`config.mk`:
```
export PLATFORM = sky130hd
export DESIGN_NAME = safety_output_restart_logic
export DESIGN_NICKNAME = d
export VERILOG_FILES = /design/src/safety_output_pkg.sv /design/src/input_filter.sv /design/src/restart_channel.sv /design/src/safety_output_restart_logic.sv
export SDC_FILE = /design/constraint.sdc
export NUM_CORES = 1
export LEC_CHECK = 0
export ABC_AREA = 0
export BUFFER_PORTS_ARGS = -buffer_cell sky130_fd_sc_hd__buf_4
export CAP_MARGIN = 10
export CORE_ASPECT_RATIO = 0.8
export CORE_MARGIN = 8
export CORE_UTILIZATION = 65
export CTS_BUF_LIST = sky130_fd_sc_hd__clkbuf_16
export DETAILED_ROUTE_END_ITERATION = 12
export PLACE_DENSITY = 0.88
export SLEW_MARGIN = 20
export SYNTH_ARGS = -nofsm -noshare
export SYNTH_HDL_FRONTEND = slang
export SYNTH_HIERARCHICAL = 1
export SYNTH_SLANG_ARGS = --single-unit
```
`constraint.sdc`:
```
create_clock -name core_clk_i -period 4.53 [get_ports core_clk_i]
set_clock_uncertainty 0.2 [all_clocks]
set_input_delay 0.453 -clock core_clk_i [delete_from_list [all_inputs] [get_ports core_clk_i]]
set_output_delay 0.453 -clock core_clk_i [all_outputs]
set_load 0.01 [all_outputs]
```
`src/safety_output_pkg.sv`:
```
// Shared constants and types for the safety output restart logic
package safety_output_pkg;

   ////////////////////////////////////////////////////////////////////////////
   // Timing
   localparam int CLK_PERIOD_NS   = 10;
   localparam int TICK_PERIOD_NS  = 1000000;
   localparam int TICK_CYCLES     = TICK_PERIOD_NS / CLK_PERIOD_NS;
   localparam int FILTER_NS       = 160;
   localparam int FILTER_CYCLES   = (FILTER_NS + CLK_PERIOD_NS - 1) / CLK_PERIOD_NS;
   localparam int RELAY_EXT_MS    = 12;
   localparam int TICK_MS         = 1;
   localparam logic [3:0] RELAY_TICKS = 4'(RELAY_EXT_MS / TICK_MS);

   ////////////////////////////////////////////////////////////////////////////
   // Sizes
   localparam int CHANNELS        = 4;
   localparam int FIELD_INPUTS    = 8;
   localparam int STATUS_OUTPUTS  = 4;
   localparam int TEST_OUTPUTS    = 2;
   localparam int FILT_WIDTH      = 24;

   ////////////////////////////////////////////////////////////////////////////
   // Filtered input vector positions
   localparam int FI_ENABLE_A     = 0;
   localparam int FI_ENABLE_B     = 1;
   localparam int FI_ADDR_LOW     = 2;
   localparam int FI_ADDR_HIGH    = 3;
   localparam int FI_FBK          = 4;
   localparam int FI_READBACK     = 8;
   localparam int FI_RELAY        = 12;
   localparam int FI_FIELD        = 16;

   ////////////////////////////////////////////////////////////////////////////
   // Register byte addresses
   localparam logic [7:0] ADDR_CTRL        = 8'h00;
   localparam logic [7:0] ADDR_MODE        = 8'h04;
   localparam logic [7:0] ADDR_LOGIC_REQ   = 8'h08;
   localparam logic [7:0] ADDR_RELAY_EN    = 8'h0C;
   localparam logic [7:0] ADDR_TEST_EN     = 8'h10;
   localparam logic [7:0] ADDR_STATUS_SEL  = 8'h14;
   localparam logic [7:0] ADDR_IRQ_STATUS  = 8'h18;
   localparam logic [7:0] ADDR_IRQ_MASK    = 8'h1C;
   localparam logic [7:0] ADDR_STATE       = 8'h20;

   ////////////////////////////////////////////////////////////////////////////
   // Field layouts and encodings
   localparam int IRQ_BITS        = 10;
   localparam int IRQ_OUT_FAULT   = 0;
   localparam int IRQ_RELAY_FAULT = 4;
   localparam int IRQ_TEST_FAULT  = 8;
   localparam int IRQ_DISABLED    = 9;

   localparam logic [1:0] MODE_AUTO      = 2'h0;
   localparam logic [1:0] MODE_MANUAL    = 2'h1;
   localparam logic [1:0] MODE_MONITORED = 2'h2;

   localparam logic [1:0] GROUP_SINGLES  = 2'h0;
   localparam logic [1:0] GROUP_DUALS    = 2'h1;
   localparam logic [1:0] GROUP_MIXED    = 2'h2;

   localparam logic [1:0] SRC_INPUT      = 2'h0;
   localparam logic [1:0] SRC_OUTPUT     = 2'h1;
   localparam logic [1:0] SRC_NODE       = 2'h2;

   localparam logic [2:0] CTRL_RESET     = 3'h0;
   localparam logic [7:0] MODE_RESET     = 8'h00;

   typedef struct packed {
      logic [1:0] group;
      logic       extended;
   } ctrl_t;

   typedef struct packed {
      logic [1:0] src;
      logic [2:0] idx;
   } status_sel_t;

endpackage

```
`src/input_filter.sv`:
```
// Two-flop synchroniser and stability filter for slow field inputs
module input_filter #(
   parameter int WIDTH = 1
) (
   input  wire logic             core_clk_i,
   input  wire logic             reset_n_i,
   input  wire logic [WIDTH-1:0] raw_i,
   output logic      [WIDTH-1:0] clean_o
);

   logic [WIDTH-1:0] sync1_r;
   logic [WIDTH-1:0] sync2_r;

   always_ff @(posedge core_clk_i or negedge reset_n_i)
   begin
      if (!reset_n_i)
      begin
         sync1_r <= '0;
         sync2_r <= '0;
      end
      else
      begin
         sync1_r <= raw_i;
         sync2_r <= sync1_r;
      end
   end

   ////////////////////////////////////////////////////////////////////////////
   // Level taken once stable for the filter time
   genvar g;
   generate
      for (g = 0; g < WIDTH; g++)
      begin : g_bit
         logic [4:0] cnt_r;
         wire        differs = sync2_r[g] != clean_o[g];
         wire        settled = cnt_r == 5'(safety_output_pkg::FILTER_CYCLES - 1);

         always_ff @(posedge core_clk_i or negedge reset_n_i)
         begin
            if (!reset_n_i)
            begin
               cnt_r      <= 5'h00;
               clean_o[g] <= 1'b0;
            end
            else if (!differs)
               cnt_r <= 5'h00;
            else if (settled)
            begin
               cnt_r      <= 5'h00;
               clean_o[g] <= sync2_r[g];
            end
            else
               cnt_r <= cnt_r + 5'h01;
         end
      end
   endgenerate

endmodule

```
`src/restart_channel.sv`:
```
// Restart sequencer for one safety output channel
module restart_channel (
   input  wire logic       core_clk_i,
   input  wire logic       reset_n_i,
   input  wire logic [1:0] mode_i,
   input  wire logic       demand_i,
   input  wire logic       fbk_i,
   output logic            permit_o
);

   typedef enum logic [1:0] {WAIT, HIGH_SEEN, RUN} state_t;

   state_t state_r;
   state_t state_nxt;
   logic   fbk_d_r;

   wire rise = fbk_i & ~fbk_d_r;
   wire fall = ~fbk_i & fbk_d_r;

   always_comb
   begin
      state_nxt = state_r;
      case (state_r)
         WAIT:
         begin
            if (demand_i && rise && mode_i == safety_output_pkg::MODE_MANUAL)
               state_nxt = RUN;
            else if (demand_i && rise && mode_i == safety_output_pkg::MODE_MONITORED)
               state_nxt = HIGH_SEEN;
         end
         HIGH_SEEN:
         begin
            if (!demand_i)
               state_nxt = WAIT;
            else if (fall)
               state_nxt = RUN;
         end
         RUN:
         begin
            if (!demand_i)
               state_nxt = WAIT;
         end
         default:
            state_nxt = WAIT;
      endcase
   end

   always_ff @(posedge core_clk_i or negedge reset_n_i)
   begin
      if (!reset_n_i)
      begin
         state_r <= WAIT;
         fbk_d_r <= 1'b0;
      end
      else
      begin
         state_r <= state_nxt;
         fbk_d_r <= fbk_i;
      end
   end

   // Automatic mode follows the feedback level, no latching
   assign permit_o = (mode_i == safety_output_pkg::MODE_AUTO) ? (demand_i & fbk_i)
                   : (state_r == RUN) & demand_i;

endmodule

```
`src/safety_output_restart_logic.sv`:
```
// Top of the safety output, restart and supervision logic
module safety_output_restart_logic #(
   parameter int TICK_CYCLES = safety_output_pkg::TICK_CYCLES
) (
   input  wire logic        core_clk_i,
   input  wire logic        reset_n_i,
   input  wire logic [7:0]  reg_addr_i,
   input  wire logic [31:0] reg_wdata_i,
   input  wire logic        reg_wr_i,
   input  wire logic        reg_rd_i,
   output logic      [31:0] reg_rdata_o,
   input  wire logic        unit_enable_a_i,
   input  wire logic        unit_enable_b_i,
   input  wire logic        addr_select_low_i,
   input  wire logic        addr_select_high_i,
   input  wire logic [3:0]  restart_fbk_i,
   input  wire logic [3:0]  output_readback_i,
   input  wire logic [3:0]  relay_fbk_i,
   input  wire logic [7:0]  field_input_i,
   input  wire logic [7:0]  logic_node_i,
   output logic      [3:0]  safety_switch_output_o,
   output logic      [3:0]  status_out_o,
   output logic      [1:0]  test_out_o,
   output logic      [1:0]  node_addr_o,
   output logic             irq_o
);

   ////////////////////////////////////////////////////////////////////////////
   // Input conditioning
   logic [23:0] filt;

   input_filter #(
      .WIDTH (safety_output_pkg::FILT_WIDTH)
   ) u_filter (
      .core_clk_i (core_clk_i),
      .reset_n_i  (reset_n_i),
      .raw_i      ({field_input_i, relay_fbk_i, output_readback_i, restart_fbk_i,
                    addr_select_high_i, addr_select_low_i, unit_enable_b_i, unit_enable_a_i}),
      .clean_o    (filt)
   );

   wire       en_a     = filt[safety_output_pkg::FI_ENABLE_A];
   wire       en_b     = filt[safety_output_pkg::FI_ENABLE_B];
   wire [3:0] fbk      = filt[safety_output_pkg::FI_FBK +: 4];
   wire [3:0] readback = filt[safety_output_pkg::FI_READBACK +: 4];
   wire [3:0] relay_nc = filt[safety_output_pkg::FI_RELAY +: 4];
   wire [7:0] field    = filt[safety_output_pkg::FI_FIELD +: 8];

   ////////////////////////////////////////////////////////////////////////////
   // Registers
   safety_output_pkg::ctrl_t       ctrl_r;
   logic [7:0]                     mode_r;
   logic [3:0]                     logic_req_r;
   logic [3:0]                     relay_en_r;
   logic [7:0]                     test_en_r;
   safety_output_pkg::status_sel_t sel_r [4];
   logic [9:0]                     irq_st_r;
   logic [9:0]                     irq_st_nxt;
   logic [9:0]                     irq_mask_r;
   logic [9:0]                     irq_set;
   logic [3:0]                     out_r;
   logic [3:0]                     out_nxt;

   wire wr_ctrl   = reg_wr_i && reg_addr_i == safety_output_pkg::ADDR_CTRL;
   wire wr_mode   = reg_wr_i && reg_addr_i == safety_output_pkg::ADDR_MODE;
   wire wr_req    = reg_wr_i && reg_addr_i == safety_output_pkg::ADDR_LOGIC_REQ;
   wire wr_relay  = reg_wr_i && reg_addr_i == safety_output_pkg::ADDR_RELAY_EN;
   wire wr_test   = reg_wr_i && reg_addr_i == safety_output_pkg::ADDR_TEST_EN;
   wire wr_sel    = reg_wr_i && reg_addr_i == safety_output_pkg::ADDR_STATUS_SEL;
   wire wr_irq_st = reg_wr_i && reg_addr_i == safety_output_pkg::ADDR_IRQ_STATUS;
   wire wr_mask   = reg_wr_i && reg_addr_i == safety_output_pkg::ADDR_IRQ_MASK;

   // Extended variant has no enable pins at all
   wire enabled = ctrl_r.extended | (en_a & en_b);

   always_ff @(posedge core_clk_i or negedge reset_n_i)
   begin
      if (!reset_n_i)
      begin
         ctrl_r      <= safety_output_pkg::ctrl_t'(safety_output_pkg::CTRL_RESET);
         mode_r      <= safety_output_pkg::MODE_RESET;
         logic_req_r <= 4'h0;
         relay_en_r  <= 4'h0;
         test_en_r   <= 8'h00;
         irq_mask_r  <= 10'h000;
      end
      else
      begin
         if (wr_ctrl)
            ctrl_r <= safety_output_pkg::ctrl_t'(reg_wdata_i[2:0]);
         if (wr_mode)
            mode_r <= reg_wdata_i[7:0];
         if (wr_req)
            logic_req_r <= reg_wdata_i[3:0];
         if (wr_relay)
            relay_en_r <= reg_wdata_i[3:0];
         if (wr_test)
            test_en_r <= reg_wdata_i[7:0];
         if (wr_mask)
            irq_mask_r <= reg_wdata_i[9:0];
      end
   end

   ////////////////////////////////////////////////////////////////////////////
   // Millisecond tick
   logic [16:0] tick_cnt_r;
   logic        tick_r;

   wire tick_wrap = tick_cnt_r == 17'(TICK_CYCLES - 1);

   always_ff @(posedge core_clk_i or negedge reset_n_i)
   begin
      if (!reset_n_i)
      begin
         tick_cnt_r <= 17'h00000;
         tick_r     <= 1'b0;
      end
      else
      begin
         tick_cnt_r <= tick_wrap ? 17'h00000 : tick_cnt_r + 17'h00001;
         tick_r     <= tick_wrap;
      end
   end

   ////////////////////////////////////////////////////////////////////////////
   // Channel grouping and restart sequencing
   wire [3:0] chan_fault = irq_st_r[safety_output_pkg::IRQ_OUT_FAULT +: 4]
                         | irq_st_r[safety_output_pkg::IRQ_RELAY_FAULT +: 4];
   wire       follow1    = ctrl_r.group == safety_output_pkg::GROUP_DUALS
                         || ctrl_r.group == safety_output_pkg::GROUP_MIXED;
   wire       follow3    = ctrl_r.group == safety_output_pkg::GROUP_DUALS;
   wire [3:0] follow     = {follow3, 1'b0, follow1, 1'b0};
   // A fault on either leg of a pair drops the whole pair
   wire [3:0] pair_fault = chan_fault | {1'b0, follow3 & chan_fault[3], 1'b0, follow1 & chan_fault[1]};
   // Odd channels may copy their lead
   logic [3:0] permit;
   logic [3:0] dem;

   genvar c;
   generate
      for (c = 0; c < safety_output_pkg::CHANNELS; c++)
      begin : g_chan
         assign dem[c] = logic_req_r[c] & ~pair_fault[c] & enabled;

         restart_channel u_restart (
            .core_clk_i (core_clk_i),
            .reset_n_i  (reset_n_i),
            .mode_i     (mode_r[2*c +: 2]),
            .demand_i   (dem[c]),
            .fbk_i      (fbk[c]),
            .permit_o   (permit[c])
         );

         if (c % 2 == 1)
         begin : g_odd
            assign out_nxt[c] = follow[c] ? permit[c-1] : permit[c];
         end
         else
         begin : g_even
            assign out_nxt[c] = permit[c];
         end
      end
   endgenerate

   ////////////////////////////////////////////////////////////////////////////
   // Output readback and relay supervision
   logic [3:0] out_tick_r;
   logic [3:0] relay_cnt_r [4];

   generate
      for (c = 0; c < safety_output_pkg::CHANNELS; c++)
      begin : g_sup
         // Tick check with output steady rides out filter lag
         assign irq_set[safety_output_pkg::IRQ_OUT_FAULT + c] =
            tick_r && out_r[c] == out_tick_r[c] && readback[c] != out_r[c];
         // NC contact must oppose the drive after the window
         assign irq_set[safety_output_pkg::IRQ_RELAY_FAULT + c] =
            tick_r && relay_en_r[c] && relay_cnt_r[c] == 4'h0 && relay_nc[c] == out_r[c];

         always_ff @(posedge core_clk_i or negedge reset_n_i)
         begin
            if (!reset_n_i)
               relay_cnt_r[c] <= 4'h0;
            else if (out_nxt[c] != out_r[c])
               relay_cnt_r[c] <= safety_output_pkg::RELAY_TICKS;
            else if (tick_r && relay_cnt_r[c] != 4'h0)
               relay_cnt_r[c] <= relay_cnt_r[c] - 4'h1;
         end
      end
   endgenerate

   ////////////////////////////////////////////////////////////////////////////
   // Input wiring test pattern
   logic [1:0] test_r;
   logic [7:0] test_level;

   generate
      for (c = 0; c < safety_output_pkg::FIELD_INPUTS; c++)
      begin : g_test
         assign test_level[c] = test_r[c % safety_output_pkg::TEST_OUTPUTS];
      end
   endgenerate

   // Tested input must match its test output
   assign irq_set[safety_output_pkg::IRQ_TEST_FAULT] = tick_r && |(test_en_r & (field ^ test_level));

   logic enabled_d_r;
   assign irq_set[safety_output_pkg::IRQ_DISABLED] = enabled_d_r & ~enabled;

   ////////////////////////////////////////////////////////////////////////////
   // Sticky status, set wins over write-one-to-clear
   wire [9:0] irq_clr = wr_irq_st ? reg_wdata_i[9:0] : 10'h000;
   assign irq_st_nxt = (irq_st_r & ~irq_clr) | irq_set;

   ////////////////////////////////////////////////////////////////////////////
   // Status output selection
   logic [3:0] status_nxt;

   generate
      for (c = 0; c < safety_output_pkg::STATUS_OUTPUTS; c++)
      begin : g_status
         assign status_nxt[c] =
            sel_r[c].src == safety_output_pkg::SRC_INPUT  ? field[sel_r[c].idx] :
            sel_r[c].src == safety_output_pkg::SRC_OUTPUT ? out_r[sel_r[c].idx[1:0]] :
            sel_r[c].src == safety_output_pkg::SRC_NODE   ? logic_node_i[sel_r[c].idx] : 1'b0;

         always_ff @(posedge core_clk_i or negedge reset_n_i)
         begin
            if (!reset_n_i)
               sel_r[c] <= '0;
            else if (wr_sel)
               sel_r[c] <= safety_output_pkg::status_sel_t'(reg_wdata_i[8*c +: 5]);
         end
      end
   endgenerate

   ////////////////////////////////////////////////////////////////////////////
   // Read path
   wire [1:0]  node_nxt = {filt[safety_output_pkg::FI_ADDR_HIGH], filt[safety_output_pkg::FI_ADDR_LOW]};
   wire [31:0] rd_mux =
      reg_addr_i == safety_output_pkg::ADDR_CTRL       ? {29'h0, ctrl_r} :
      reg_addr_i == safety_output_pkg::ADDR_MODE       ? {24'h0, mode_r} :
      reg_addr_i == safety_output_pkg::ADDR_LOGIC_REQ  ? {28'h0, logic_req_r} :
      reg_addr_i == safety_output_pkg::ADDR_RELAY_EN   ? {28'h0, relay_en_r} :
      reg_addr_i == safety_output_pkg::ADDR_TEST_EN    ? {24'h0, test_en_r} :
      reg_addr_i == safety_output_pkg::ADDR_STATUS_SEL ? {3'h0, sel_r[3], 3'h0, sel_r[2], 3'h0, sel_r[1],
                                                          3'h0, sel_r[0]} :
      reg_addr_i == safety_output_pkg::ADDR_IRQ_STATUS ? {22'h0, irq_st_r} :
      reg_addr_i == safety_output_pkg::ADDR_IRQ_MASK   ? {22'h0, irq_mask_r} :
      reg_addr_i == safety_output_pkg::ADDR_STATE      ? {21'h0, fbk, enabled, node_addr_o, out_r} : 32'h0;

   ////////////////////////////////////////////////////////////////////////////
   // Output flops
   always_ff @(posedge core_clk_i or negedge reset_n_i)
   begin
      if (!reset_n_i)
      begin
         out_r       <= 4'h0;
         out_tick_r  <= 4'h0;
         test_r      <= 2'h1;
         irq_st_r    <= 10'h000;
         enabled_d_r <= 1'b0;
         irq_o       <= 1'b0;
         reg_rdata_o <= 32'h0;
         node_addr_o <= 2'h0;
         status_out_o <= 4'h0;
      end
      else
      begin
         out_r        <= out_nxt & {4{enabled}};
         irq_st_r     <= irq_st_nxt;
         enabled_d_r  <= enabled;
         irq_o        <= |(irq_st_nxt & irq_mask_r);
         reg_rdata_o  <= reg_rd_i ? rd_mux : 32'h0;
         node_addr_o  <= node_nxt;
         status_out_o <= status_nxt;
         if (tick_r)
         begin
            out_tick_r <= out_r;
            test_r     <= ~test_r;
         end
      end
   end

   assign safety_switch_output_o = out_r;
   assign test_out_o             = test_r;

endmodule

```
# After elaboration in Yosys (flattened, before gate mapping)
# Cells that the tools add are included.
[word_totals]
word_cells = 523
reg_bits = 352
in_bits = 76
output_inout_bits = 45
[op_classes]
n_eq_ne = 111
order_cmp = 8
add_sub_neg = 29
reduce_logical = 101
n_mux = 134
bitwise_logic = 52
[op_table]
columns = ["op", "count"]
rows = [
  ["5-bit two-way mux", 48],
  ["29-bit two-way mux", 7],
  ["5-bit by 1-bit adder with 5-bit output (second input constant)", 24],
  ["5-bit by 4-bit equality test with 1-bit output (second input constant)", 24],
  ["2-bit AND reduction", 24],
  ["1-bit logical AND", 45],
  ["2-bit two-way mux", 20],
  ["11-bit two-way mux", 3],
  ["8-bit by 5-bit equality test with 1-bit output (second input constant)", 4],
  ["4-bit two-way mux", 8],
  ["1-bit inequality test", 32],
  ["1-bit two-way mux", 30],
  ["1-bit bitwise AND", 28],
  ["2-bit by 1-bit equality test with 1-bit output (second input constant)", 13],
  ["2-bit equality test (second input constant)", 13],
  ["1-bit binary-select mux with 3-bit select", 8],
  ["2-bit logical NOT", 12],
  ["2-bit one-hot mux with 3 select lines", 4],
  ["10-bit bitwise AND", 2],
  ["17-bit by 1-bit adder with 17-bit output (second input constant)", 1],
  ["17-bit equality test (second input constant)", 1],
  ["17-bit two-way mux", 1],
  ["8-bit by 4-bit equality test with 1-bit output (second input constant)", 2],
  ["4-bit logical NOT", 4],
  ["other kinds (28)", 77],
]

# Logic depth before layout (Yosys ltp)
# Gate-level depths: netlist of run 1.
[depth]
ltp_word = 12
depth_mapped = 9
depth_no_buf = 9

# By module
# The synthesis of run 1 kept the hierarchy.
[by_module_without_submodules]
columns = ["module", "cells_per_inst", "instances", "seq_area_each_um2", "area_each_um2"]
rows = [
  ["safety_output_restart_logic", 670, 1, 3554.7, 7717.4],
  ["input_filter", 545, 1, 4804.6, 7270.7],
  ["restart_channel", 17, 4, 75.1, 173.9],
]

# Least setup slack after synthesis of run 1
# No wires, ideal clock.
[synth_timing]
path_kind = "reg-to-reg"
from = "register ctrl_r[1] in the netlist's numbering"
to = "register relay_cnt_r[10] in the netlist's numbering"
t_arrival_ns = 1.968
setup_slack_ns = 2.235
path_buffers = 0
synth_period_minus_slack_ns = 2.295
stages_incl_launch_ff = 8
required_ns = 4.203
path_cell_list = "dfrtp_1 ha_1 o21ai_0 nor4b_1 nor2b_1 mux2i_1 xnor2_1 or2_2"
[synth_via]
elab_chain_len = 12
elab_cells_between_ends = 15
[synth_rtl]
columns = ["item", "line", "rtl"]
rows = [
  ["start: declaration", "safety_output_restart_logic.sv:51", "safety_output_pkg::ctrl_t ctrl_r;"],
  ["start signal: assignment", "safety_output_restart_logic.sv:80", "ctrl_r <= safety_output_pkg::ctrl_t'(safety_output_pkg::CTRL_RESET);"],
  ["start signal: assignment", "safety_output_restart_logic.sv:90", "ctrl_r <= safety_output_pkg::ctrl_t'(reg_wdata_i[2:0]);"],
  ["2-bit by 1-bit equality test with 1-bit output / 2-bit equality test (equally long branches)", "safety_output_restart_logic.sv:129, safety_output_restart_logic.sv:130", ""],
  ["1-bit logical OR (*)", "safety_output_restart_logic.sv:130", "|| ctrl_r.group == safety_output_pkg::GROUP_MIXED;"],
  ["1-bit bitwise AND (*)", "safety_output_restart_logic.sv:134", "wire [3:0] pair_fault = chan_fault | {1'b0, follow3 & chan_fault[3], 1'b0, follow1 & chan_fault[1]};"],
  ["4-bit by 3-bit OR with 4-bit output (*)", "safety_output_restart_logic.sv:134", ""],
  ["1-bit inverter (*)", "safety_output_restart_logic.sv:143", "assign dem[c] = logic_req_r[c] & ~pair_fault[c] & enabled;"],
  ["1-bit bitwise AND (*) (2 in series)", "safety_output_restart_logic.sv:143", ""],
  ["named net dem[0]", "safety_output_restart_logic.sv:137", "logic [3:0] dem;"],
  ["1-bit bitwise AND, on equally long branches", "restart_channel.sv:64, restart_channel.sv:63", ""],
  ["1-bit two-way mux (*)", "restart_channel.sv:63", "assign permit_o = (mode_i == safety_output_pkg::MODE_AUTO) ? (demand_i & fbk_i)"],
  ["named net out_nxt[0]", "safety_output_restart_logic.sv:62", "logic [3:0] out_nxt;"],
  ["1-bit two-way mux (*)", "safety_output_restart_logic.sv:156", "assign out_nxt[c] = follow[c] ? permit[c-1] : permit[c];"],
  ["1-bit inequality test (*)", "safety_output_restart_logic.sv:184", "else if (out_nxt[c] != out_r[c])"],
  ["4-bit two-way mux / 2-bit nonzero test (equally long branches)", "-", ""],
  ["end signal: indexed assignment", "safety_output_restart_logic.sv:185", "relay_cnt_r[c] <= safety_output_pkg::RELAY_TICKS;"],
  ["end signal: indexed assignment", "safety_output_restart_logic.sv:187", "relay_cnt_r[c] <= relay_cnt_r[c] - 4'h1;"],
  ["end: declaration", "safety_output_restart_logic.sv:168", "logic [3:0] relay_cnt_r [4];"],
]
# The timed path passes the listed nets; every way through them passes the cells marked *.
# A chain may end at the register's enable or synchronous reset.

# Worst setup path after layout of run 1
[layout_timing]
from = "register u_filter.clean_o[1]"
to = "register relay_cnt_r[1] in the netlist's numbering"
[layout_via]
elab_chain_len = 8
elab_cells_between_ends = 14
[layout_rtl]
columns = ["item", "line", "rtl"]
rows = [
  ["start: declaration", "input_filter.sv:8", "output logic [WIDTH-1:0] clean_o"],
  ["start signal: indexed assignment", "input_filter.sv:50", "clean_o[g] <= sync2_r[g];"],
  ["1-bit bitwise AND (*)", "safety_output_restart_logic.sv:74", "wire enabled = ctrl_r.extended | (en_a & en_b);"],
  ["1-bit OR (*)", "safety_output_restart_logic.sv:74", ""],
  ["named net enabled", "safety_output_restart_logic.sv:74", ""],
  ["1-bit bitwise AND (*)", "safety_output_restart_logic.sv:143", ""],
  ["named net dem[2]", "safety_output_restart_logic.sv:137", ""],
  ["1-bit bitwise AND, on equally long branches", "restart_channel.sv:64, restart_channel.sv:63", ""],
  ["1-bit two-way mux (*)", "restart_channel.sv:63", ""],
  ["named net out_nxt[2]", "safety_output_restart_logic.sv:62", ""],
  ["1-bit two-way mux (*)", "safety_output_restart_logic.sv:156", ""],
  ["1-bit inequality test (*)", "safety_output_restart_logic.sv:184", ""],
  ["4-bit two-way mux / 2-bit nonzero test (equally long branches)", "-", ""],
]
# Marks and branches as above.

==> out/results.txt, run 1 <==
DR vias/cell: 5.90
CTS tree: done
DRC errors left: 0
GRT Max-Usage Layer: met2
Unrepaired setup endpoints after global routing: false
Pin count of the biggest net entering global routing: 130
Crit path depth: 9
M2 GR Usage: 0.408
Worst Path Arrival: 3.28 ns
GR met1 Demand/Resource: 0.327
IO buf count: 102
CP Buf/Inv Count: 2
Die Ht: 155 um
Leakage: 8.92 nW
Reg2Reg Setup Slack: 1.45 ns
Synthesized area: 15,700 um2
Cts bufs inserted: 34
Final setup fails: 0
Final-layout fill cell count: 1,502
Final Hold Viols: 0
CP max FO: 7
R2R depth: 9
Clock root buffer: clkbuf_16
Share of cells above drive strength 1: 0.213
First-pass GRT wire length: 58.4 mm
RD Place Congestion: 0.960
Row cnt: 51
Worst slew pin tran: 0.982 ns
Detail Route Antenna Nets: 0
CP startpoint kind: register
1st-iter DRT viols: 859
Top achievable clock speed: 325 MHz
Seq/Total Area, Yosys: 0.552
DRT Pass-1 Iters: 5
Final min period: 3.08 ns
Skew-Pair Late Insertion Delay: 0.52 ns
Initial Util: 0.654
Global-route met3 utilization: 0.0485
Vias in the first global route: 11,136
Relative slew slack: 0.345
EDFF count, synth: 0
Main synth FF type: dfrtp_1
Initial antenna violation count: 1
Global route total overflow: 0
Worst endpoint required time: 4.72 ns
Setup crit end: relay_cnt_r[1]$_DFFE_PN0P_
Setup crit start: u_filter/clean_o[1]$_DFFE_PN0P_
Yosys warnings: 6
Post-synthesis cell count: 1,283
Most common cell after layout, fill and taps aside: dfrtp_1
Total GRT Usage: 0.248
Pins Over Slew Limit: 0
Antenna Cells: 0
Num ports: 121
PD cells: 354 nW/um2
Period utilisation layout: 0.680
Register Area: 8660 um2
R2r startpoint: u_filter/clean_o[1]$_DFFE_PN0P_
CTS clock-pin slew for the worst setup and hold paths: 0.06 ns
Final instance area: 18,200 um2
CP Class: register to register
Synth top area cells: dfrtp_1 55%, xor2_1 5.1%, mux4_2 3.2%
WL per Instance: 20.1 um
Maximum root-to-sink buffer count: 3
Area leader, netlist: dfrtp_1
DP HPWL: 24.2 mm
Final wirelength: 35.6 mm
Clock tree sinks: 346
Status: finished, final reports clean
Slowest CP cell: nor4b_1
Setup TNS: 0 ns
Syn Area/Cell: 12.2 um2
Critical-path cell list: a21oi_1 -> buf_4 -> inv_1 -> nand2_1 -> nor4b_1 -> nor2b_1 -> mux2i_1 -> xnor2_1 -> nor2_1
Crit-path max cell delay: 0.57 ns
# nets final: 1,539
Hold Crit Class: primary input to register
VDD IR max: 0.369 mV
Crit path max-delay family: simple AND/OR/NAND/NOR gates
Placed Area: 16,700 um2
Vias post-DR: 10,439
Number of synthesized register bits: 346
Area Overhead vs Synth: 15.7%
Post-synth top area share: 0.550
Ys async rst share: 1.00
Setup crit end kind: register
Area of the multi-input gates: 6620 um2
R2R Path End: relay_cnt_r[1]$_DFFE_PN0P_
Hold Slack: 0.0213 ns
Core area: 24,000 um2
Synth cell types: 82
CTS H-tree depth: 2
Die area: 29,400 um2
Die width: 190 um
Post-CTS Setup Bufs: 0
Commonest non-fill, non-tap cells in the layout: 345 x dfrtp_1, 119 x nor2_1, 106 x buf_4, 91 x xor2_1, 54 x inv_1
Max cap viols: 0
-- worst min-delay path by stage --
stage                                              from                       endpoint  slack [ns]  cells after the start
after floorplan                               reset_n_i          ctrl_r[0]$_DFFE_PN0P_       -0.04                      0
after global placement    u_filter/sync1_r[6]$_DFF_PN0_  u_filter/sync2_r[6]$_DFF_PN0_        0.13                      0
after detailed placement  u_filter/sync1_r[8]$_DFF_PN0_  u_filter/sync2_r[8]$_DFF_PN0_        0.14                      0
after CTS                                reg_wdata_i[8]          sel_r[10]$_DFFE_PN0P_       0.004                      2
after global routing                    reg_wdata_i[12]          sel_r[14]$_DFFE_PN0P_        0.01                      2
final                                    reg_wdata_i[8]          sel_r[10]$_DFFE_PN0P_        0.02                      2
-- routing by layer --
metal  wire length [um]  part of all wire  vias up
li1                   -                 -     4773
met1              15000              0.42     5249
met2              17300              0.49      335
met3               2130             0.060       80
met4               1050             0.030        2
met5                 11           0.00031        -
-- timing repair --
item,in CTS,in global routing
resized for setup,0,0
hold buffers,39,0
hold endpoints to repair,162,0
-- cells in the mapped netlist (all sizes together) (22+ instances only) --
cell type / n
nor2: 140
and2: 50
o21ai: 47
nand2: 48
mux4: 22
inv: 46
ha: 34
buf: 24
nand3: 61
and3: 33
clkbuf: 22
a21oi: 32
xor2: 91
mux2: 86
dfrtp: 345
-- registers in the layout, indices dropped and copies added (netlist names), 8 cells and up --
signal                    flops
g_chan.u_restart/state_r      8
irq_mask_r                   10
irq_st_r                     10
mode_r                        8
reg_rdata_o                  23
relay_cnt_r                  16
sel_r                        20
test_en_r                     8
tick_cnt_r                   17
u_filter/clean_o             24
u_filter/g_bit.cnt_r        120
u_filter/sync1_r             24
u_filter/sync2_r             24
-- kinds of logic (layout without fill, tap and decap cells) --
logic type,Yosys count,count (layout),synth area share
AND/OR/NAND/NOR,434,434,0.162
AO/OA/AOI/OAI,148,148,0.0644
XOR/XNOR,108,108,0.0603
adder cells (fa/ha/maj),34,34,0.0271
other,1,9,0.000239
buffers and inverters,92,252,0.0276
flip-flops,346,346,0.552
multiplexers,120,120,0.106
-- worst register-to-register path, delay by kind of cell (launching register included) --
kind / cells / cell delay [ns]
AOI/OAI and AO/OA: 1 / 0.09
buffers and inverters: 2 / 0.40
xor gates and xnor gates: 1 / 0.29
muxes: 1 / 0.32
and+or+nand+nor: 4 / 1.28
DFF: 1 / 0.39
-- cell type report --
| class | count | share of cell area |
|---|---|---|
| flip-flops and latches | 346 | 0.477 |
| multi-input cells | 853 | 0.365 |
| repair buffers | 148 | 0.0684 |
| clock buffers | 35 | 0.0482 |
| well taps | 318 | 0.0219 |
| clock inverters | 23 | 0.0101 |
| inverters | 46 | 0.00951 |
-- stage by stage --
step / utilization / total power, mW / worst slack, ns / instances
after floorplan: - / 3.53 / 2.24 / 1291
after global placement: 0.696 / 3.70 / 1.51 / 1672
after detailed placement: 0.696 / 3.72 / 1.45 / 1672
after CTS: 0.757 / 6.47 / 1.50 / 1769
after global routing: 0.757 / 6.67 / 1.24 / 1769
final: 0.757 / 6.42 / 1.45 / 1769
-- where the power goes --
group | internal, mW | switching [mW]
clock | 1.57 | 1.15
combinational | 0.189 | 0.215
sequential | 3.20 | 0.102
Note: power is estimated with default switching activity, not from simulation.
==> run 2: changes to the inputs <==
- CORE_UTILIZATION: 65 -> 60
- PLACE_DENSITY: 0.88 -> 0.83
- clock period: 4.53 -> 3.1 ns (I/O delays scaled with it)
==> out/results.txt, run 2 (synthesis gave the netlist of run 1 again) <==
Status: finished, final reports clean
R2r startpoint: u_filter/clean_o[0]$_DFFE_PN0P_
Placed insts: 1,723 (+3.1%)
Biggest register: u_filter/g_bit.cnt_r
Clock root buffer: clkbuf_16
Vias in the first global route: 10,830 (-2.7%)
Commonest non-fill, non-tap cells in the layout: 345 x dfrtp_1, 119 x nor2_1, 114 x buf_4, 91 x xor2_1, 55 x inv_1
Slowest CP cell: nor4b_1
Pin count of the biggest net entering global routing: 93 (-28%)
Die width: 197 um (+3.7%)
Final non-filler cell total: 1,833 (+3.6%)
Final wirelength: 34.5 mm (-3.1%)
Post-CTS resize count: 0 (unchanged)
Min-delay src: reg_wr_i
Hold Path Depth: 3 (+1)
RD Place Congestion: 0.951 (-0.94%)
Die area: 31,600 um2 (+7.5%)
Most common cell after layout, fill and taps aside: dfrtp_1
Top achievable clock speed: 374 MHz (+15%)
Hold Crit Class: primary input to register
CTS H-tree depth: 2 (unchanged)
Vias post-DR: 10,415 (-0.23%)
Max cap viols: 0 (unchanged)
Core area: 26,000 um2 (+8.3%)
Met3 WL post-DR: 2.38 mm (+12%)
CP Buf/Inv Count: 1 (-1)
DP HPWL: 24.4 mm (+0.61%)
R2R depth: 8 (-1)
Unrepaired setup endpoints after global routing: false
Initial Util: 0.603 (-0.0503)
Leakage: 9.08 nW (+1.8%)
Clock tree sinks: 346 (unchanged)
Final setup fails: 0 (unchanged)
Critical-path cell list: a21oi_1 -> inv_1 -> o21ai_0 -> nor4b_1 -> nor2b_1 -> mux2i_1 -> xnor2_1 -> or2_2
VDD IR max: 0.356 mV (-3.7%)
CTS clock-pin slew for the worst setup and hold paths: 0.06 ns (about the same)
Row cnt: 53 (+3.9%)
Top Layer Used: met5
1st-iter DRT viols: 763 (-11%)
R2R Path End: relay_cnt_r[10]$_DFFE_PN0P_
Relative slew slack: 0.490 (+0.144)
Crit path max-delay family: simple AND/OR/NAND/NOR gates
Cts bufs inserted: 35 (+2.9%)
Metal-1 WL: 14.7 mm (-2.1%)
Hold Crit Endpoint: irq_st_r[5]$_DFF_PN0_
Pins Over Slew Limit: 0 (unchanged)
Share of cells above drive strength 1: 0.218 (+0.00535)
Met2 wire length: 16.6 mm (-4.3%)
# nets final: 1,562 (+1.5%)
Detail Route Antenna Nets: 0 (unchanged)
Final Util: 0.712 (-0.0442)
CP max FO: 7 (unchanged)
DR vias/cell: 5.68 (-3.7%)
CP startpoint kind: register
Reg2Reg Setup Slack: 0.43 ns (-1.02 ns)
Crit-path max cell delay: 0.44 ns (-0.13 ns)
Initial antenna violation count: 2 (+1)
Total GRT Usage: 0.220 (-0.0278)
CP Class: register to register
Area Overhead vs Synth: 18.1%
First-pass GRT wire length: 56.5 mm (-3.4%)
PD cells: 518 nW/um2 (+46%)
Worst slew pin tran: 0.755 ns (-0.227 ns)
Skew-Pair Late Insertion Delay: 0.51 ns (about the same)
Period utilisation layout: 0.862 (+0.182)
Setup TNS: 0 ns (unchanged)
Num ports: 121 (unchanged)
Worst endpoint required time: 3.29 ns (-1.43 ns)
CTS tree: done
Final Hold Viols: 0 (unchanged)
IO buf count: 102 (unchanged)
Worst Path Arrival: 2.86 ns (-0.42 ns)
Setup crit end kind: register
DRC errors left: 0 (unchanged)
Die Ht: 161 um (+3.7%)
Final min period: 2.67 ns (-0.409 ns)
DRT Pass-1 Iters: 6 (+1)
Global route total overflow: 0 (unchanged)
WL per Instance: 18.8 um (-6.5%)
Largest register FFs: 120 (unchanged)
Maximum root-to-sink buffer count: 3 (unchanged)
## run 2: layout make-up
cell class	instances	area (um2)
antenna	1	2.50
clock inverter	23	208
tap	357	447
inverter	46	173
sequential	346	8660
fill	1770	7480
clock buffer	37	926
multi-input combinational	853	6620
timing repair buffer	170	1480
## run 2: report_power, final
group / total (mW) / internal, mW / switching [mW]
Combinational: 0.605 / 0.294 / 0.311
Sequential: 4.82 / 4.67 / 0.150
Clock: 4.16 / 2.48 / 1.67
Total: 9.58 / 7.45 / 2.14
## run 2: routing by layer
| metal | GRT usage | vias up |
|---|---|---|
| met5 | 0 | - |
| met4 | 0.0587 | 2 |
| met3 | 0.0462 | 66 |
| met2 | 0.358 | 320 |
| met1 | 0.298 | 5203 |
| li1 | - | 4824 |
## run 2: worst max-delay path by stage
| stage | slack, ns | end | start | cells after the start |
|---|---|---|---|---|
| after global routing | 0.24 | relay_cnt_r[10]$_DFFE_PN0P_ | u_filter/clean_o[0]$_DFFE_PN0P_ | 8 |
| after floorplan | 0.81 | relay_cnt_r[10]$_DFFE_PN0P_ | ctrl_r[1]$_DFFE_PN0P_ | 7 |
| after detailed placement | 0.46 | relay_cnt_r[10]$_DFFE_PN0P_ | u_filter/clean_o[0]$_DFFE_PN0P_ | 8 |
| after CTS | 0.44 | relay_cnt_r[10]$_DFFE_PN0P_ | u_filter/clean_o[0]$_DFFE_PN0P_ | 8 |
| final | 0.43 | relay_cnt_r[10]$_DFFE_PN0P_ | u_filter/clean_o[0]$_DFFE_PN0P_ | 8 |
| after global placement | 0.48 | relay_cnt_r[10]$_DFFE_PN0P_ | u_filter/clean_o[0]$_DFFE_PN0P_ | 8 |
## run 2: worst min-delay path: stages
cell     delay [ns]
buf_4          0.18
nand4_1        0.11
a21o_1         0.12
## run 2: per-stage QoR
stage / total power [mW] / area [um2] / setup WS (ns) / hold slack (ns)
3_3_place_gp: 5.42 / 16900 / 0.483 / 0.132
3_5_place_dp: 5.45 / 16900 / 0.459 / 0.136
2_1_floorplan: 5.16 / 15700 / 0.805 / -0.186
4_1_cts: 9.69 / 18500 / 0.443 / 0.0293
6_report: 9.58 / 18500 / 0.428 / 0.0587
5_1_grt: 9.95 / 18500 / 0.237 / 0.0707
## run 2: timing repair
item	in CTS	in global routing
setup endpoints to repair	0	0
hold buffers	49	0
hold endpoints to repair	176	0
buffers inserted	0	0
==> run 3: changes to the inputs <==
- CORE_UTILIZATION: 60 -> 54
- PLACE_DENSITY: 0.83 -> 0.79
- clock period: 3.1 -> 2.4 ns (I/O delays scaled with it)
==> out/results.txt, run 3 (synthesis gave the netlist of run 1 again) <==
Status: finished, final reports clean
IO buf count: 102 (unchanged)
DRC errors left: 0 (unchanged)
Share of cells above drive strength 1: 0.236 (+0.0180)
Crit-path max cell delay: 0.38 ns (-0.06 ns)
CTS H-tree depth: 2 (unchanged)
Placed Area: 17,200 um2 (+1.6%)
Max cap viols: 0 (unchanged)
Area of the multi-input gates: 6650 um2 (+0.47%)
Row cnt: 55 (+3.8%)
Unrepaired setup endpoints after global routing: true
DR vias/cell: 5.66 (-0.40%)
RD Place Congestion: 0.926 (-2.7%)
# nets final: 1,596 (+2.2%)
WL per Instance: 19.0 um (+0.83%)
CTS clock-pin slew for the worst setup and hold paths: 0.06 ns (about the same)
Die Ht: 168 um (+4.9%)
Detail Route Antenna Nets: 0 (unchanged)
Final wirelength: 35.7 mm (+3.5%)
Cts bufs inserted: 35 (unchanged)
Final instance area: 18,700 um2 (+1.1%)
Vias in the first global route: 11,305 (+4.4%)
Register Area: 8660 um2 (unchanged)
Period utilisation layout: 0.960 (+0.0986)
Hold Crit Class: primary input to asynchronous set/reset pin
Final Hold Viols: 0 (unchanged)
R2R depth: 9 (+1)
Skew-Pair Late Insertion Delay: 0.52 ns (about the same)
Vias post-DR: 10,651 (+2.3%)
Initial Util: 0.552 (-0.0515)
DP HPWL: 25.2 mm (+3.5%)
VDD IR max: 0.561 mV (+58%)
Num ports: 121 (unchanged)
Pins Over Slew Limit: 0 (unchanged)
Most common cell after layout, fill and taps aside: dfrtp_1
Crit path max-delay family: simple AND/OR/NAND/NOR gates
Clock root buffer: clkbuf_16
Slowest CP cell: dfrtp_1
CP Buf/Inv Count: 1 (unchanged)
1st-iter DRT viols: 752 (-1.4%)
Biggest register: u_filter/g_bit.cnt_r
DRT Pass-1 Iters: 6 (unchanged)
Total GRT Usage: 0.209 (-0.0111)
Final min period: 2.30 ns (-0.367 ns)
GR met1 Demand/Resource: 0.265 (-0.0329)
Area Overhead vs Synth: 19.4%
Pin count of the biggest net entering global routing: 70 (-25%)
First-pass GRT wire length: 58.3 mm (+3.3%)
Worst slew pin tran: 0.585 ns (-0.170 ns)
PD cells: 640 nW/um2 (+24%)
Critical-path cell list: inv_1 -> ha_1 -> o21ai_0 -> nand2_1 -> nor4b_2 -> nor2b_1 -> mux2i_1 -> xnor2_1 -> nor2_1
R2r startpoint: ctrl_r[2]$_DFFE_PN0P_
Pre-CTS setup slack: 0.0598 ns (-0.399 ns)
Setup crit end: relay_cnt_r[1]$_DFFE_PN0P_
Die area: 34,800 um2 (+10%)
Relative slew slack: 0.610 (+0.120)
Final worst setup slack: 0.0952 ns (-0.333 ns)
Setup crit end kind: register
Maximum root-to-sink buffer count: 3 (unchanged)
Setup TNS: 0 ns (unchanged)
Final setup fails: 0 (unchanged)
Global route total overflow: 0 (unchanged)
Hold Slack: 0.0962 ns (+0.0375 ns)
Commonest non-fill, non-tap cells in the layout: 345 x dfrtp_1, 146 x buf_4, 119 x nor2_1, 90 x xor2_1
Crit path depth: 9 (+1)
Core area: 28,400 um2 (+9.3%)
Top achievable clock speed: 434 MHz (+16%)
Leakage: 9.19 nW (+1.3%)
GRT Max-Usage Layer: met2
Clock tree sinks: 346 (unchanged)
Worst endpoint required time: 2.59 ns (-0.70 ns)
Placed insts: 1,769 (+2.7%)
R2R Path End: relay_cnt_r[1]$_DFFE_PN0P_
CP max FO: 3 (-4)
Reg2Reg Setup Slack: 0.1 ns (-0.33 ns)
CTS tree: done
Die width: 207 um (+5.0%)
Final non-filler cell total: 1,882 (+2.7%)
Worst Path Arrival: 2.49 ns (-0.37 ns)
Setup crit start: ctrl_r[2]$_DFFE_PN0P_
Largest register FFs: 120 (unchanged)
Initial antenna violation count: 3 (+1)
Final-layout fill cell count: 2,079 (+17%)
M2 GR Usage: 0.336 (-0.0217)
CP startpoint kind: register
Post-CTS Setup Bufs: 0 (unchanged)
CP Class: register to register
Global-route met3 utilization: 0.0633 (+0.0171)
==> run 3: per-stage QoR <==
step | power (mW) | util
floorplan | 6.66 | -
global placement | 7.02 | 0.604
detailed placement | 7.05 | 0.604
CTS | 12.1 | 0.658
global route | 12.5 | 0.659
finish | 12.0 | 0.659
==> run 3: how the worst min path moves through the flow <==
| stage | start | endpoint | slack (ns) | cells past startpoint |
|---|---|---|---|---|
| 2_1_floorplan | reset_n_i | ctrl_r[0]$_DFFE_PN0P_ | -0.26 | 0 |
| 3_3_place_gp | reset_n_i | u_filter/sync1_r[16]$_DFF_PN0_ | 0.05 | 1 |
| 3_5_place_dp | reset_n_i | u_filter/g_bit[16].cnt_r[0]$_DFF_PN0_ | 0.06 | 1 |
| 4_1_cts | reg_addr_i[3] | reg_rdata_o[1]$_DFF_PN0_ | 0.09 | 4 |
| 5_1_grt | reg_addr_i[3] | reg_rdata_o[1]$_DFF_PN0_ | 0.13 | 4 |
| 6_report | reset_n_i | u_filter/sync1_r[16]$_DFF_PN0_ | 0.1 | 2 |
==> run 3: layout make-up <==
cell class | instances | share of cell area
diodes | 1 | 0.000134
clock buffers | 37 | 0.0494
clock inverters | 25 | 0.00541
inverters | 46 | 0.00922
multi-input cells | 853 | 0.355
flip-flops and latches | 346 | 0.462
well taps | 370 | 0.0247
repair buffers | 204 | 0.0935
==> run 3: timing repair <==
action / in CTS / in global routing
gates resized for setup: 1 / 6
pin swaps: 0 / 2
setup endpoints to repair: 3 / 14
hold buffers: 50 / 0
endpoints found under the hold margin: 384 / 0
==> run 3: metal layers <==
layer,wire length (um),vias up,part of all wire
li1,-,4878,-
met1,14900,5337,0.42
met2,16700,345,0.47
met3,2910,87,0.082
met4,1100,4,0.031
met5,27,-,0.00076
==> run 3: report_power, final <==
part	internal [mW]	switching (mW)	leakage, nW
Sequential	6.04	0.188	4.61
Clock	2.77	2.20	0.520
Combinational	0.389	0.407	4.06
